===== src/logic/isc_pkg.sv =====
// constants, field layouts and carriers for the deep idle standby control
// assumes one 125 MHz clock and a simple strobe register port
// Operation
// - mode field 10 then stop bit 1 enters deep idle on that write
// - oscillator runs; cpu, pll, flash and peripheral clocks are cut in deep idle
// - execution halts and ram contents are held unchanged during deep idle
// - peripherals on subclock or external clock keep running in deep idle
// - an unmasked request already pending at entry ends deep idle at once
// - nmi, watchdog, external, peripheral interrupts or any reset end deep idle
// - release restores the pll state held before entry, then normal run
// - nmi or unmasked maskable request wakes regardless of its priority
// - lower priority request inside a handler wakes but is not acknowledged
// - higher priority or nmi request inside a handler wakes and is acknowledged
// - requests disabled by the three mask bits never end deep idle
// - after nmi wake and setup time execution always branches to the handler
// - maskable wake branches or continues when enabled, continues when disabled
// - reset during deep idle behaves as an ordinary reset
// - pll, cpu, dma, rom correction, timers stop; intc stops but can wake
// - interval timer runs on internal osc by eight or subclock, else stops
// - watch timer runs on divided main clock, always with subclock present
// - watchdog runs on internal oscillator, or subclock when present
// - a setup interval for pll and flash precedes resumed execution
// - interrupt wake counts the stabilise register interval to overflow
// - reset release waits the stabilise reset value, two to the power sixteen periods

package isc_pkg;

   // ----------------------------------------------------------------
   // register map
   // ----------------------------------------------------------------
   localparam logic [3:0] ADDR_POWER_SAVE_MODE = 4'h0;
   localparam logic [3:0] ADDR_STANDBY_CONTROL = 4'h4;
   localparam logic [3:0] ADDR_OSC_STABILIZE = 4'h8;
   localparam logic [3:0] ADDR_STATUS = 4'hC;

   // ----------------------------------------------------------------
   // field positions and values
   // ----------------------------------------------------------------
   localparam int SAVE_MODE_SEL_LO_BIT = 0;
   localparam int SAVE_MODE_SEL_HI_BIT = 1;
   localparam logic [1:0] MODE_DEEP_IDLE = 2'h2;
   localparam int STANDBY_ENTRY_BIT = 1;
   localparam int NONMASKABLE_SRC0_MASK_BIT = 2;
   localparam int NONMASKABLE_SRC1_MASK_BIT = 3;
   localparam int MASKABLE_IRQ_MASK_BIT = 4;
   localparam logic [1:0] POWER_SAVE_MODE_RESET = 2'h0;
   localparam logic [2:0] OSC_STABILIZE_RESET = 3'h6;
   localparam int OSC_SHIFT_BASE = 10;
   localparam int SETUP_CNT_W = 20;

   // ----------------------------------------------------------------
   // clock selection codes
   // ----------------------------------------------------------------
   localparam logic [1:0] ITMR_SEL_INT_OSC_DIV8 = 2'h1;
   localparam logic [1:0] ITMR_SEL_SUBCLOCK = 2'h2;
   localparam logic [1:0] WTMR_SEL_MAIN_DIV = 2'h0;
   localparam logic [1:0] WDOG_SEL_INT_OSC = 2'h0;
   localparam logic [1:0] WDOG_SEL_SUBCLOCK = 2'h1;

   // ----------------------------------------------------------------
   // carriers
   // ----------------------------------------------------------------
   typedef enum {ST_RESET_SETUP, ST_RUN, ST_ENTRY, ST_IDLE, ST_SETUP} isc_state_type;

   typedef struct packed {
      logic cpu;
      logic pll;
      logic flash;
      logic periph;
      logic dma;
      logic rom_corr;
      logic gen_timer;
      logic intc;
      logic interval_timer;
      logic watch_timer;
      logic watchdog;
      logic ext_clk_periph;
   } isc_clk_en_type;

   typedef struct packed {
      logic [1:0] interval_timer;
      logic [1:0] watch_timer;
      logic [1:0] watchdog;
   } isc_clk_sel_type;

endpackage : isc_pkg


===== src/logic/isc_standby_ctrl.sv =====
// deep idle standby controller: mode registers, clock gating, wake and setup timing
// assumes interrupt controller and cpu share ref_clk; nmi and external pins are async
//
// Chosen here: the address map and the address-and-strobe port.
`timescale 1ns/100ps

module isc_standby_ctrl #(
   parameter int OSC_SHIFT_BASE = isc_pkg::OSC_SHIFT_BASE,
   parameter int EXT_IRQ_W = 8,
   parameter int PERIPH_IRQ_W = 8,
   parameter int PRIO_W = 3
) (
   input wire logic ref_clk,
   input wire logic reset_n,
   input wire logic [3:0] reg_addr,
   input wire logic [31:0] reg_wdata,
   input wire logic reg_wr,
   input wire logic reg_rd,
   output logic [31:0] reg_rdata,
   input wire logic nmi_pin,
   input wire logic watchdog_irq,
   input wire logic [EXT_IRQ_W-1:0] external_irq_pins,
   input wire logic [EXT_IRQ_W-1:0] external_irq_mask,
   input wire logic [PERIPH_IRQ_W-1:0] periph_irq,
   input wire logic [PERIPH_IRQ_W-1:0] periph_irq_mask,
   input wire logic [PERIPH_IRQ_W-1:0] periph_idle_capable,
   input wire logic [PRIO_W-1:0] request_prio,
   input wire logic [PRIO_W-1:0] service_prio,
   input wire logic in_service,
   input wire logic irq_enabled,
   input wire logic watchdog_reset,
   input wire logic clock_monitor_reset,
   input wire logic subclock_present,
   input wire logic pll_run_sw,
   input wire isc_pkg::isc_clk_sel_type clk_sel,
   output isc_pkg::isc_clk_en_type clk_en,
   output logic osc_run,
   output logic pll_run,
   output logic ram_hold,
   output logic cpu_halt,
   output logic sys_reset_req,
   output logic resume,
   output logic resume_branch,
   output logic irq_ack_allow
);
   import isc_pkg::*;

   // ----------------------------------------------------------------
   // state
   // ----------------------------------------------------------------
   typedef struct packed {
      logic nmi_meta;
      logic nmi_sync;
      logic [EXT_IRQ_W-1:0] ext_meta;
      logic [EXT_IRQ_W-1:0] ext_sync;

      logic [1:0] power_save_mode_reg;
      logic nonmaskable_src0_mask;
      logic nonmaskable_src1_mask;
      logic maskable_irq_mask;
      logic [2:0] osc_stabilize_select_reg;

      isc_state_type state;
      logic [SETUP_CNT_W-1:0] setup_cnt;
      logic pll_saved;
      logic wake_branch;
      logic wake_ack;

      logic [31:0] rdata;

      isc_clk_en_type clk_en;
      logic pll_run;
      logic ram_hold;
      logic cpu_halt;
      logic resume;
      logic resume_branch;
      logic irq_ack_allow;
      logic sys_reset_req;
   } isc_regs_type;

   isc_regs_type st_reg;
   isc_regs_type st_next;

   // ----------------------------------------------------------------
   // helpers
   // ----------------------------------------------------------------
   function automatic logic [SETUP_CNT_W-1:0] setup_cycles(input logic [2:0] sel);
      int shift;

      shift = OSC_SHIFT_BASE + int'(sel);
      if (shift > SETUP_CNT_W - 1) begin
         shift = SETUP_CNT_W - 1;
      end
      // clipped so a large select cannot shift the one out of the counter
      setup_cycles = SETUP_CNT_W'(1) << shift;
   endfunction : setup_cycles

   function automatic isc_clk_en_type clocks_all_on();
      clocks_all_on = '1;
   endfunction : clocks_all_on

   // ----------------------------------------------------------------
   // wake decode
   // ----------------------------------------------------------------
   logic nmi_wake;
   logic mask_wake;
   logic any_wake;

   logic higher_prio;
   logic entry_write;
   logic reset_src;
   isc_clk_en_type idle_clk;

   always_comb begin
      // masked sources are invalid as wake events
      nmi_wake = (st_reg.nmi_sync & ~st_reg.nonmaskable_src0_mask)
         | (watchdog_irq & ~st_reg.nonmaskable_src1_mask);
      // peripherals that are halted cannot raise a request, only idle capable ones count
      mask_wake = ~st_reg.maskable_irq_mask
         & ((|(st_reg.ext_sync & ~external_irq_mask))
         | (|(periph_irq & ~periph_irq_mask & periph_idle_capable)));
      // priority is ignored for the wake itself
      any_wake = nmi_wake | mask_wake;

      // lower value is higher priority; outside a handler every request is taken
      higher_prio = ~in_service | (request_prio < service_prio);
      entry_write = reg_wr && (reg_addr == ADDR_STANDBY_CONTROL)
         && reg_wdata[STANDBY_ENTRY_BIT]
         && (st_reg.power_save_mode_reg == MODE_DEEP_IDLE);

      // these only request a reset; the system feeds it back on reset_n
      reset_src = watchdog_reset | clock_monitor_reset;
   end

   // ----------------------------------------------------------------
   // clock gating while idle
   // ----------------------------------------------------------------
   always_comb begin
      idle_clk = '0;
      // intc keeps its wake path alive but its core clock stops
      idle_clk.intc = 1'b0;
      idle_clk.ext_clk_periph = 1'b1;

      idle_clk.interval_timer = (clk_sel.interval_timer == ITMR_SEL_INT_OSC_DIV8)
         | (subclock_present & (clk_sel.interval_timer == ITMR_SEL_SUBCLOCK));
      idle_clk.watch_timer = subclock_present
         | (clk_sel.watch_timer == WTMR_SEL_MAIN_DIV);
      idle_clk.watchdog = (clk_sel.watchdog == WDOG_SEL_INT_OSC)
         | (subclock_present & (clk_sel.watchdog == WDOG_SEL_SUBCLOCK));
   end

   // ----------------------------------------------------------------
   // next state
   // ----------------------------------------------------------------
   always_comb begin
      st_next = st_reg;
      // two flops on the async pins before any wake logic reads them
      st_next.nmi_meta = nmi_pin;
      st_next.nmi_sync = st_reg.nmi_meta;
      st_next.ext_meta = external_irq_pins;
      st_next.ext_sync = st_reg.ext_meta;
      st_next.resume = 1'b0;
      st_next.irq_ack_allow = 1'b0;
      st_next.sys_reset_req = reset_src;


      // register writes
      if (reg_wr) begin
         case (reg_addr)
            ADDR_POWER_SAVE_MODE: begin
               st_next.power_save_mode_reg = {reg_wdata[SAVE_MODE_SEL_HI_BIT],
                  reg_wdata[SAVE_MODE_SEL_LO_BIT]};
            end
            ADDR_STANDBY_CONTROL: begin
               st_next.nonmaskable_src0_mask = reg_wdata[NONMASKABLE_SRC0_MASK_BIT];
               st_next.nonmaskable_src1_mask = reg_wdata[NONMASKABLE_SRC1_MASK_BIT];
               st_next.maskable_irq_mask = reg_wdata[MASKABLE_IRQ_MASK_BIT];
            end
            ADDR_OSC_STABILIZE: begin
               st_next.osc_stabilize_select_reg = reg_wdata[2:0];
            end
            default: begin
            end
         endcase
      end


      // register reads, data stand in the next cycle only
      st_next.rdata = '0;
      if (reg_rd) begin
         case (reg_addr)
            ADDR_POWER_SAVE_MODE: begin
               st_next.rdata[1:0] = st_reg.power_save_mode_reg;
            end
            ADDR_STANDBY_CONTROL: begin
               st_next.rdata[NONMASKABLE_SRC0_MASK_BIT] = st_reg.nonmaskable_src0_mask;
               st_next.rdata[NONMASKABLE_SRC1_MASK_BIT] = st_reg.nonmaskable_src1_mask;
               st_next.rdata[MASKABLE_IRQ_MASK_BIT] = st_reg.maskable_irq_mask;
            end
            ADDR_OSC_STABILIZE: begin
               st_next.rdata[2:0] = st_reg.osc_stabilize_select_reg;
            end
            ADDR_STATUS: begin
               st_next.rdata[0] = st_reg.cpu_halt;
               st_next.rdata[1] = (st_reg.state == ST_SETUP)
                  || (st_reg.state == ST_RESET_SETUP);
               st_next.rdata[2] = st_reg.pll_saved;
               st_next.rdata[3] = st_reg.wake_branch;
            end
            default: begin
            end
         endcase
      end


      case (st_reg.state)
         ST_RESET_SETUP: begin
            // reset release waits the stabilise reset value before running
            if (st_reg.setup_cnt == '0) begin
               st_next.state = ST_RUN;
               st_next.clk_en = clocks_all_on();
               st_next.cpu_halt = 1'b0;
               st_next.pll_run = pll_run_sw;
            end else begin
               st_next.setup_cnt = st_reg.setup_cnt - SETUP_CNT_W'(1);
            end
         end

         ST_RUN: begin
            st_next.pll_run = pll_run_sw;
            if (entry_write) begin
               st_next.state = ST_ENTRY;
               st_next.pll_saved = pll_run_sw;
            end
         end

         ST_ENTRY: begin
            // one settling cycle while the cpu drains its trailing nops
            st_next.state = ST_IDLE;
            st_next.clk_en = idle_clk;
            st_next.pll_run = 1'b0;
            st_next.cpu_halt = 1'b1;
            st_next.ram_hold = 1'b1;
         end

         ST_IDLE: begin
            st_next.clk_en = idle_clk;
            // a request pending at entry is seen on the first idle cycle
            if (any_wake) begin
               st_next.state = ST_SETUP;
               st_next.setup_cnt = setup_cycles(st_reg.osc_stabilize_select_reg);
               st_next.pll_run = st_reg.pll_saved;
               st_next.clk_en.pll = st_reg.pll_saved;
               st_next.clk_en.flash = 1'b1;
               st_next.clk_en.intc = 1'b1;
               // nmi always branches, maskable branches only when taken
               st_next.wake_branch = nmi_wake
                  | (irq_enabled & higher_prio);
               st_next.wake_ack = nmi_wake | higher_prio;
            end
         end

         ST_SETUP: begin
            // execution stays halted until the stabilise timer overflows
            if (st_reg.setup_cnt == '0) begin
               st_next.state = ST_RUN;
               st_next.clk_en = clocks_all_on();
               st_next.cpu_halt = 1'b0;
               st_next.ram_hold = 1'b0;
               st_next.resume = 1'b1;
               st_next.resume_branch = st_reg.wake_branch;
               st_next.irq_ack_allow = st_reg.wake_ack;
            end else begin
               st_next.setup_cnt = st_reg.setup_cnt - SETUP_CNT_W'(1);
            end
         end
         default: begin
            st_next.state = ST_RUN;
         end
      endcase
   end

   // ----------------------------------------------------------------
   // registers
   // ----------------------------------------------------------------
   always_ff @(posedge ref_clk or negedge reset_n) begin
      if (!reset_n) begin
         // pin reset in any state restarts through the full reset setup
         st_reg.nmi_meta <= 1'b0;
         st_reg.nmi_sync <= 1'b0;
         st_reg.ext_meta <= '0;
         st_reg.ext_sync <= '0;

         st_reg.power_save_mode_reg <= POWER_SAVE_MODE_RESET;
         st_reg.nonmaskable_src0_mask <= 1'b0;
         st_reg.nonmaskable_src1_mask <= 1'b0;
         st_reg.maskable_irq_mask <= 1'b0;
         st_reg.osc_stabilize_select_reg <= OSC_STABILIZE_RESET;

         st_reg.state <= ST_RESET_SETUP;
         st_reg.setup_cnt <= SETUP_CNT_W'(1) << (OSC_SHIFT_BASE + 6);

         st_reg.pll_saved <= 1'b0;
         st_reg.wake_branch <= 1'b0;
         st_reg.wake_ack <= 1'b0;
         st_reg.rdata <= '0;

         st_reg.clk_en <= '0;
         st_reg.pll_run <= 1'b0;
         st_reg.ram_hold <= 1'b0;
         st_reg.cpu_halt <= 1'b1;
         st_reg.resume <= 1'b0;
         st_reg.resume_branch <= 1'b0;
         st_reg.irq_ack_allow <= 1'b0;
         st_reg.sys_reset_req <= 1'b0;
      end else begin
         st_reg <= st_next;
      end
   end

   // ----------------------------------------------------------------
   // outputs
   // ----------------------------------------------------------------
   always_comb begin
      reg_rdata = st_reg.rdata;

      clk_en = st_reg.clk_en;
      // main oscillator never stops here, only the stop mode may cut it
      osc_run = 1'b1;

      pll_run = st_reg.pll_run;
      ram_hold = st_reg.ram_hold;
      cpu_halt = st_reg.cpu_halt;
      sys_reset_req = st_reg.sys_reset_req;
      resume = st_reg.resume;
      resume_branch = st_reg.resume_branch;
      irq_ack_allow = st_reg.irq_ack_allow;
   end

endmodule : isc_standby_ctrl


===== config.mk =====
export PLATFORM = sky130hd
export DESIGN_NAME = isc_standby_ctrl
export DESIGN_NICKNAME = d
export VERILOG_FILES = /design/src/logic/isc_pkg.sv /design/src/logic/isc_standby_ctrl.sv
export SDC_FILE = /design/constraint.sdc
export NUM_CORES = 1
export LEC_CHECK = 0
export CAP_MARGIN = 10
export CORE_MARGIN = 2
export CORE_UTILIZATION = 30
export CTS_CLUSTER_DIAMETER = 50
export DETAILED_ROUTE_END_ITERATION = 16
export DONT_BUFFER_PORTS = 1
export PLACE_DENSITY = 0.43
export SKIP_LAST_GASP = 1
export SYNTH_ARGS = -nofsm -noshare
export SYNTH_HDL_FRONTEND = slang
export SYNTH_SLANG_ARGS = --single-unit
export TNS_END_PERCENT = 1

===== constraint.sdc =====
create_clock -name ref_clk -period 2.6 [get_ports ref_clk]
set_input_delay 0 -clock ref_clk [delete_from_list [all_inputs] [get_ports ref_clk]]
set_output_delay 0 -clock ref_clk [all_outputs]
set_load 0.01 [all_outputs]

* Word-level counts from Yosys, hierarchy flattened
Index checks and enable logic that the tools add are counted.
Widths: inputs -> output; s select.
** Cells by class
- Equal/unequal tests :: 18
- Order comparisons :: 2
- Shift operators :: 1
- Reductions and logical operators :: 30
- Bitwise logic cells :: 25
- Add/sub/neg operators :: 2
- Muxes and demuxes :: 26
** Operators by type and width (count)
- $mux 32 :: 4
- $pmux 32 s4 :: 1
- $eq 32x2->1 const B :: 2
- $logic_not 32->1 :: 2
- $mux 52 :: 1
- $pmux 12 s4 :: 1
- $pmux 20 s2 :: 1
- $eq 32x1->1 const B :: 1
- $eq 32x3->1 const B :: 1
- $eq 32x4->1 const B :: 1
- $shl 1x32->20 const A :: 1
- $and 8x8->8 :: 3
- $logic_not 20->1 :: 1
- $mux 20 :: 1
- $sub 20x1->20 const B :: 1
- $not 8->8 :: 2
- $reduce_or 8->1 :: 2
- $mux 5 :: 3
- $reduce_and 3->1 :: 5
- $reduce_and 2->1 :: 7
- $mux 13 :: 1
- $mux 12 :: 1
- $ne 2x2->1 const B :: 5
- $or 1x1->1 :: 10
- other kinds (25) :: 46
** Word-level totals
- Bits of input ports :: 100
- Flip-flop bits (word level) :: 105

* Depth between registers and ports, before layout
Gate-level depths: netlist of the first run.
- Depth after elaboration :: 12
- Gate-level depth with buffers :: 8
- Depth with buffers taken out :: 7

* Worst setup path before layout of the first run
Ideal clock, no wire load.
- Path kind :: flip-flop to flip-flop
- Start :: reg st_reg[68] (netlist name)
- End :: reg st_reg[62] (netlist name)
- Path buffers :: 2
- Slack :: 0.329 ns
- Data arrival time :: 2.150 ns
- Cell stages (with the launch flop) :: 9
- Cell sequence :: dfrtp_1 or3_4 or3_1 buf_2 nor4_4 a21o_4 buf_12 nor2_4 a22o_1
** Between the ends
- Word-level cells in the longest chain between the ends :: 3
** RTL lines
- from (decl) :: line isc_standby_ctrl.sv:81 : isc_regs_type st_reg;
- from (signal assigned) :: line isc_standby_ctrl.sv:317 : st_reg <= st_next;
- $logic_not 20->1 :: line isc_standby_ctrl.sv:219, isc_standby_ctrl.sv:265
- $ne 2x2->1 (no line)
- $reduce_and 3->1 (no line)
No other way between the ends.
A chain may end at the register's enable or synchronous reset.

* Worst setup path after layout of the first run
- Start :: reg st_reg[64] (netlist name)
- End :: reg st_reg[72] (netlist name)
** Between the ends
- Word-level cells in the longest chain between the ends :: 3
- Elaborated cells between the ends (all ways) :: 6
** RTL lines
- $sub 20x1->20 / $logic_not 20->1 (equally long branches)
- $mux 20 / $ne 2x2->1 (equally long branches)
- $pmux 20 s2 / $reduce_and 3->1 (equally long branches)
Several ways; a longest one is shown, not always the timed one. The select of a mux whose other input is x is not followed.

==> results.toml, run 1 <==
[critical_path]
critPathMaxStageDelay_ns = 0.55
cp-end-kind = "register"
worstPathArrival_ns = 2.58
path_class = "register to register"
crit_family = "simple AND/OR/NAND/NOR gates"
ff2ff_setup_slack_ns = 0.23
cp_num_buf_inv = 0
slowest_stage = "or4_1"
cp-start-kind = "register"
critPathMaxFanout = 8
critPathRequiredTime_ns = 2.80
critical_path.cell_chain = "or3_1 -> or4_1 -> nor4_4 -> a21oi_2 -> nand2_1 -> o21ai_0"

[yosys]
postSynthCellCount = 395
syn_area_um2 = 3845
synth_cell_types = 56
synth_top_flop_cell = "dfrtp_1"
ys_seq_area_share_pct = 46.34
synth_enable_flop_cells = 0
yosys_warnings = 0
synth_area_per_cell_um2 = 9.734
async_flop_share_pct = 100.0
synth-seq-cells = 71

[cts]
root_buffer = "clkbuf_16"
clock_path_buffers = 2
clock_sinks = 71
insertion_delay_ns = 0.33
tritoncts = "built"
cts_setup_buffers = 0
clk_pin_slew_ns = 0.06
cts_resized = 0
cts_buffers = 9
htree_levels = 3

[floorplanning]
start_util_pct = 30.59
coreArea_um2 = 12570
dieHeight_um = 117.2
die-area_um2 = 13740
num_rows = 41
die_width_um = 117.2
io_pins = 152

[sta]
tightest_slew_ns = 0.5802
setup_slack_ns = 0.2260
finalClockSkew_ns = 0.006200
hold_slack_ns = 0.01832
setup_viol = 0
period_needed_ns = 2.374
max_clock_freq_ghz = 0.4212
hold_viol = 0
finalMaxSlewViolations = 0
rsz0062_at_grt = "no"
finalSetupTns_ns = 0
period_share_pct = 91.31
max_slew_margin_pct = 61.32

[power_and_ir_drop]
pwr_density_cell_nw_per_um2 = 908.6
p_leak_uw = 0.001897
finalPower_uw = 4089
ir_drop_mv = 0.3151

[place]
dpl.hpwl_mm = 6.591
gp_congestion = 0.7685
dp_cells = 545
portBuffers = 0
dp_slack_ns = 0.1901

[routing]
vias = 2916
wl_per_cell_um = 15.38
drt_pre_antenna_iters = 4
drtIter0Drc = 107
drt-vias-per-instance = 4.884
drc_errors = 0
routed_wl_mm = 9.182
final_antenna_net_count = 0

[global_routing]
grt_pass1_wl_mm = 14.92
antenna_found_initial = 0
grt_pass1_vias = 2925
overflow = 0
grt_max_degree = 72
track_usage_pct = 14.11

[worst_hold_path]
hold_class = "input port to register"

[layout]
area_delta_synth_final_pct = 17.05
instances_no_fill = 597
regArea_um2 = 1782
diodes = 0
multi_input_area_um2 = 1670
nets = 526
fill_cells = 1301
largest_reg_flops = 43
drive_above_1_share_pct = 12.00

[run]
maxCapViolCount = 0

[run_status]
status = "finished, final reports clean"
[through the flow]
| stage | instance area [um^2] | utilization [%] |
|---|---|---|
| finish | 4501 | 35.81 |
| global route | 4501 | 35.81 |
| CTS | 4501 | 35.81 |
| detailed placement | 3817 | 30.37 |
| global placement | 3817 | 30.37 |
| floorplan | 3943 | - |
[worst paths after layout]
path                                           to                   start  cells after the start
min in group asynchronous  st_next[121]$_DFF_PN0_                 reset_n                      2
max reg2reg                st_reg[72]$_DFFE_PN0P_  st_reg[64]$_DFFE_PN0P_                      6
min                        reg_rdata[2]$_DFF_PN0_             reg_addr[2]                      3
max                        st_reg[72]$_DFFE_PN0P_  st_reg[64]$_DFFE_PN0P_                      6
max in group asynchronous    cpu_halt$_DFFE_PN1P_                 reset_n                      2
min reg2reg                 st_reg[120]$_DFF_PN0_  st_next[120]$_DFF_PN0_                      0
[cell usage in the layout (no fill, tap or decap), drive strengths merged, types with 12 or more instances in the layout]
master and n:
buf 12, dlygate4sd3 35, dfrtp 67, a21oi 19, o21ai 19, nand2 29
nand3 16, nor2 27, conb 28, inv 20
[routing by layer]
layer	track usage, %	routed length, um	share of wire [%]	vias to the layer above
li1	-	-	-	1406
met1	19.42	4374	48	1408
met2	22.34	4134	45	95
met3	3.450	595	6.5	7
met4	3.608	78	0.85	0
met5	0	0	0	-
[logic make-up (layout without fill, tap and decap cells)]
group	after synthesis	in the layout	share of synthesized area [%]
simple gates	135	135	18.94
compound gates	91	91	16.11
buf+inv	77	81	12.76
flops	71	71	46.34
mux	13	13	3.710
fa+ha+maj	6	6	1.952
other cells	2	28	0.1953
[layout make-up]
cell class	instances	share of cell area (%)
flip-flops and latches	71	39.59
multi-input cells	273	37.11
repair buffers	47	10.23
clock buffers	9	5.004
well taps	172	4.782
clock inverters	7	1.779
inverters	18	1.501
[worst reg2reg max path, stage by stage (launching register included)]
cell and delay (ns):
dfrtp_1 0.43, or3_1 0.43, or4_1 0.56, nor4_4 0.27, a21oi_2 0.10, nand2_1 0.32, o21ai_0 0.15
[what timing repair did]
item                                   in CTS  in global routing
endpoints found under the hold margin     101                  0
hold buffers                               36                  0
setup endpoints to repair                   0                  0
[report_power, final]
part           internal [uW]  total [uW]  switching [uW]
combinational            509        1230             723
clock                    752        1250             501
sequential              1340        1600             265
total                   2600        4090            1490
[Yosys cell counts (4+ instances only)]
cell	n	area (um^2)
nor4_1	7	43.79
or3_1	8	50.05
nor2b_1	5	31.28
buf_4	45	337.8
a31oi_1	4	25.02
o2bb2ai_1	7	61.31
nand3b_1	5	37.54
nor3_1	10	50.05
nand2b_1	8	50.05
or4_1	6	45.04
nand3_1	16	80.08
o21ai_0	18	90.09
o22ai_1	6	37.54
dfrtp_1	67	1677
inv_1	18	67.56
mux2_2	10	112.6
o31ai_1	7	52.55
a21oi_1	18	90.09
clkbuf_1	10	37.54
nand2_1	29	108.9
dfstp_2	4	105.1
nor2_1	26	97.59
ha_1	6	75.07
(Power assumes the default switching activity.)
==> run 2: changes to the inputs <==
==> constraint.sdc (replaced) <==
create_clock -name ref_clk -period 2.65 [get_ports ref_clk]
set_input_delay 0 -clock ref_clk [delete_from_list [all_inputs] [get_ports ref_clk]]
set_output_delay 0 -clock ref_clk [all_outputs]
set_load 0.01 [all_outputs]
==> run 2 against run 1 <==
Against the previous run: via count up 0.79%; worst setup slack worse by 0.070 ns; largest power group unchanged; sequential share of layout area down 0.18 points; critical path type unchanged; sequential power about the same; non-clock buffer count grew 3.
==> results.toml, run 2 (synthesis gave the netlist of run 1 again) <==
[layout]
fill_cells = 1277
drive_above_1_share_pct = 12.85
area_delta_synth_final_pct = 17.57
diodes = 0
largest_reg_flops = 43
layout_common_cells = "dfrtp_1, dlygate4sd3_1, nand2_1, conb_1, nor2_1"
nets = 529
final_common_cell = "dfrtp_1"
instances_no_fill = 600

[routing]
drtIter0Drc = 112
final_antenna_net_count = 0
drc_errors = 0
vias = 2939
drt_pre_antenna_iters = 4
routed_wl_mm = 9.238
wl_per_cell_um = 15.40
drt-vias-per-instance = 4.898

[critical_path]
critPathMaxFanout = 9
cp-end-kind = "register"
ff2ff_setup_slack_ns = 0.16
cp-start-kind = "register"
startpoint = "st_reg[64]$_DFFE_PN0P_"
path_class = "register to register"
reg2reg_depth = 6
timing.rr.end = "st_reg[72]$_DFFE_PN0P_"
timing.rr.start = "st_reg[64]$_DFFE_PN0P_"
worstPathArrival_ns = 2.70
critPathRequiredTime_ns = 2.85

[cts]
cts_resized = 0
clock_sinks = 71
insertion_delay_ns = 0.33
root_buffer = "clkbuf_16"
clk_pin_slew_ns = 0.06
tritoncts = "built"
htree_levels = 3
cts_buffers = 9
clock_path_buffers = 2

[global_routing]
grt_pass1_vias = 2888
antenna_found_initial = 0
overflow = 0
track_usage_pct = 14.23
grt_max_degree = 72
grt_pass1_wl_mm = 15.07

[power_and_ir_drop]
ir_drop_mv = 0.3553
p_leak_uw = 0.001911
pwr_density_cell_nw_per_um2 = 906.0

[sta]
hold_slack_ns = 0.01393
period_needed_ns = 2.494
hold_viol = 0
finalSetupTns_ns = 0
setup_viol = 0
setup_slack_ns = 0.1559
finalClockSkew_ns = 0.007483
tightest_slew_ns = 0.6354
max_clock_freq_ghz = 0.4009
period_share_pct = 94.12
max_slew_margin_pct = 57.25
rsz0062_at_grt = "no"
finalMaxSlewViolations = 0

[floorplanning]
start_util_pct = 30.59
num_rows = 41
coreArea_um2 = 12570
die_width_um = 117.2
die-area_um2 = 13740
dieHeight_um = 117.2
io_pins = 152

[worst_hold_path]
min_to = "st_reg[108]$_DFFE_PN1P_"
hold_class = "input port to register"
whs_path_depth = 3
min_from = "reg_addr[2]"

[place]
dpl.hpwl_mm = 6.634
dp_cells = 549
portBuffers = 0
dp_slack_ns = 0.1487
gp_congestion = 0.7526

[run_status]
status = "finished, final reports clean"

[run]
maxCapViolCount = 0
==> run 2: cell types whose count changed in the layout (fill, tap and decap cells not counted), sizes merged <==
cell         delta
clkinv          -1
inv             +1
buf             +4
dlygate4sd3     -1
==> run 2: final cells by class <==
cell class                      count  area, um^2  share of cell area, %
Clock inverter                      7       80.08                  1.771
Timing Repair Buffer               50       480.5                  10.63
Clock buffer                        9       225.2                  4.982
Multi-Input combinational cell    273        1670                  36.95
Sequential cell                    71        1782                  39.41
Tap cell                          172       215.2                  4.761
Inverter                           18       67.56                  1.495
==> run 2: how the worst max path moves through the flow <==
stage               slack [ns]                endpoint  cells past startpoint
floorplan                 0.38  st_reg[62]$_DFFE_PN0P_                      8
global placement          0.18  st_reg[72]$_DFFE_PN0P_                      6
detailed placement        0.15  st_reg[72]$_DFFE_PN0P_                      6
CTS                       0.16  st_reg[72]$_DFFE_PN0P_                      6
global route              0.04  st_reg[72]$_DFFE_PN0P_                      6
finish                    0.16  st_reg[72]$_DFFE_PN0P_                      6
==> run 2: where the power goes <==
group | internal, uW | switching, uW | total (uW)
Clock | 740 | 495 | 1230
Combinational | 560 | 725 | 1290
Sequential | 1310 | 262 | 1580
==> run 2: per-stage QoR <==
| step | cell area (um^2) | power, uW | utilization (%) |
|---|---|---|---|
| after floorplan | 3943 | 2558 | - |
| after global placement | 3847 | 2799 | 30.61 |
| after detailed placement | 3847 | 2804 | 30.61 |
| after CTS | 4521 | 4146 | 35.97 |
| after global routing | 4521 | 4391 | 35.97 |
| final | 4521 | 4096 | 35.97 |
==> run 2: worst max-delay path, cell delays in order (launching register included) <==
cell and delay (ns):
dfrtp_1 0.43, or3_1 0.39, or4_1 0.50, nor4_4 0.33, a21oi_2 0.19, nand2_1 0.38
o21ai_0 0.15
==> run 2: per-layer routing <==
metal / track usage, % / share of wire, % / up-vias
li1: - / - / 1409
met1: 19.46 / 49 / 1417
met2: 22.53 / 44 / 108
met3: 3.502 / 5.6 / 5
met4: 3.922 / 0.74 / 0
met5: 0 / 0 / -
==> run 2: timing repair <==
action	4_1_cts	5_1_grt
hold buffers	35	0
setup buffers	0	0
hold endpoints to repair	101	0
setup endpoints to repair	0	0
==> run 3: changes to the inputs <==
--- a/config.mk
+++ b/config.mk
@@ -6,6 +6,7 @@
 export NUM_CORES = 1
 export LEC_CHECK = 0
 export CAP_MARGIN = 10
+export CORE_ASPECT_RATIO = 0.75
 export CORE_MARGIN = 2
 export CORE_UTILIZATION = 30
 export CTS_CLUSTER_DIAMETER = 50
==> run 3 against run 2 <==
Against the previous run: final cell count down 0.50%; via count down 0.95%; global-route usage down 0.38 points; critical endpoint is now pll_run$_DFFE_PN0P_; clock power about the same.
==> results.toml, run 3 (synthesis gave the netlist of run 1 again) <==
[layout]
largest_reg_flops = 43
layout_common_cells = "dfrtp_1, dlygate4sd3_1, nand2_1, conb_1, nor2_1"
drive_above_1_share_pct = 12.99
nets = 532
utilization_pct = 36.55
diodes = 0
area_delta_synth_final_pct = 17.80
instances_no_fill = 597
final_common_cell = "dfrtp_1"

[cts]
holdBufCountCts = 36
tritoncts = "built"
cts_buffers = 9
clk_pin_slew_ns = 0.06
clock_sinks = 71
cts_resized = 0
clock_path_buffers = 2
htree_levels = 3
cts_setup_buffers = 0
root_buffer = "clkbuf_16"
insertion_delay_ns = 0.33

[worst_hold_path]
min_from = "reg_addr[2]"
whs_path_depth = 3
min_to = "reg_rdata[1]$_DFF_PN0_"
hold_class = "input port to register"

[routing]
vias = 2911
drt_pre_antenna_iters = 4
wl_per_cell_um = 15.23
drc_errors = 0
routed_wl_mm = 9.091
drtIter0Drc = 173
final_antenna_net_count = 0
drt-vias-per-instance = 4.876

[global_routing]
track_usage_pct = 13.85
grt_pass1_wl_mm = 14.79
antenna_found_initial = 0
grt_pass1_vias = 2781
overflow = 0
grt_max_degree = 72

[sta]
finalSetupTns_ns = 0
tightest_slew_ns = 0.5953
setup_viol = 0
max_clock_freq_ghz = 0.4280
finalMaxSlewViolations = 0
finalClockSkew_ns = 0.01106
hold_viol = 0
rsz0062_at_grt = "no"
period_needed_ns = 2.336
setup_slack_ns = 0.3137
period_share_pct = 88.16
max_slew_margin_pct = 59.95

[power_and_ir_drop]
p_int_uw = 2596
share_comb_of_total_power_pct = 31.4
ir_drop_mv = 0.3797
switchingPower_uw = 1451
swShare_pct = 35.86
clockPowerShare_pct = 29.6
p_leak_uw = 0.001923
finalPower_uw = 4047
pwr_density_cell_nw_per_um2 = 893.4
seqPwrFrac_pct = 39.0

[place]
dpl.hpwl_mm = 6.666
gp_congestion = 0.7823
dp_slack_ns = 0.3181
portBuffers = 0
dp_cells = 545

[critical_path]
critPathRequiredTime_ns = 2.90
cp-end-kind = "register"
critPathMaxFanout = 6
ff2ff_setup_slack_ns = 0.31
reg2reg_depth = 7
cp-start-kind = "register"
timing.rr.start = "st_reg[68]$_DFFE_PN0P_"
worstPathArrival_ns = 2.58
timing.rr.end = "pll_run$_DFFE_PN0P_"
path_class = "register to register"

[floorplanning]
start_util_pct = 31.02
die-area_um2 = 13750
num_rows = 35
dieHeight_um = 102.0
io_pins = 152
coreArea_um2 = 12390
die_width_um = 134.7

[run]
maxCapViolCount = 0

[run_status]
status = "finished, final reports clean"
## run 3: cell types whose count changed in the layout (fill, tap and decap cells not counted), sizes merged
| cell | delta |
|---|---|
| buf | +2 |
| dlygate4sd3 | +1 |
| clkbuf | +1 |
| inv | -1 |
## run 3: critical path, stage by stage (launching register included)
cell and delay (ns):
dfrtp_1 0.44, or3_4 0.43, or3_1 0.38, buf_4 0.18, o31a_1 0.38, nor2_1 0.17
a31oi_1 0.11, a41oi_1 0.16
## run 3: worst max path at each step
stage                                 from                endpoint  slack, ns
global placement    st_reg[65]$_DFFE_PN0P_  st_reg[72]$_DFFE_PN0P_       0.33
global route        st_reg[65]$_DFFE_PN0P_  st_reg[72]$_DFFE_PN0P_       0.18
floorplan           st_reg[68]$_DFFE_PN0P_  st_reg[62]$_DFFE_PN0P_       0.38
finish              st_reg[68]$_DFFE_PN0P_     pll_run$_DFFE_PN0P_       0.31
CTS                 st_reg[65]$_DFFE_PN0P_  st_reg[72]$_DFFE_PN0P_       0.30
detailed placement  st_reg[65]$_DFFE_PN0P_  st_reg[72]$_DFFE_PN0P_       0.32
## run 3: power by group through the flow
stage                     Clock (uW)  Combinational (uW)  Sequential (uW)
after floorplan                    0                1080             1480
after global placement             0                1190             1600
after detailed placement           0                1190             1600
after CTS                       1240                1270             1580
after global routing            1290                1430             1620
final                           1200                1270             1580
## run 3: area by class of cell
cell class	count	area, um^2
flip-flops and latches	71	1782
clock buffers	10	229.0
repair buffers	53	505.5
fillers	1255	7864
inverters	18	67.56
well taps	166	207.7
multi-input cells	273	1670
clock inverters	6	67.56
## run 3: stage by stage
| stage | hold WS [ns] | instance area [um^2] |
|---|---|---|
| 2_1_floorplan | -0.2956 | 3943 |
| 3_3_place_gp | -0.2944 | 3855 |
| 3_5_place_dp | -0.2947 | 3855 |
| 4_1_cts | 0.02447 | 4529 |
| 5_1_grt | 0.04915 | 4529 |
| 6_report | 0.03076 | 4529 |
## run 3: per-layer routing
metal / part of all wire, % / GRT usage (%) / vias to the layer above
met5: 0 / 0 / -
met4: 1.2 / 4.777 / 0
met3: 4.6 / 3.819 / 11
met2: 43 / 19.13 / 82
met1: 52 / 20.62 / 1403
li1: - / - / 1415
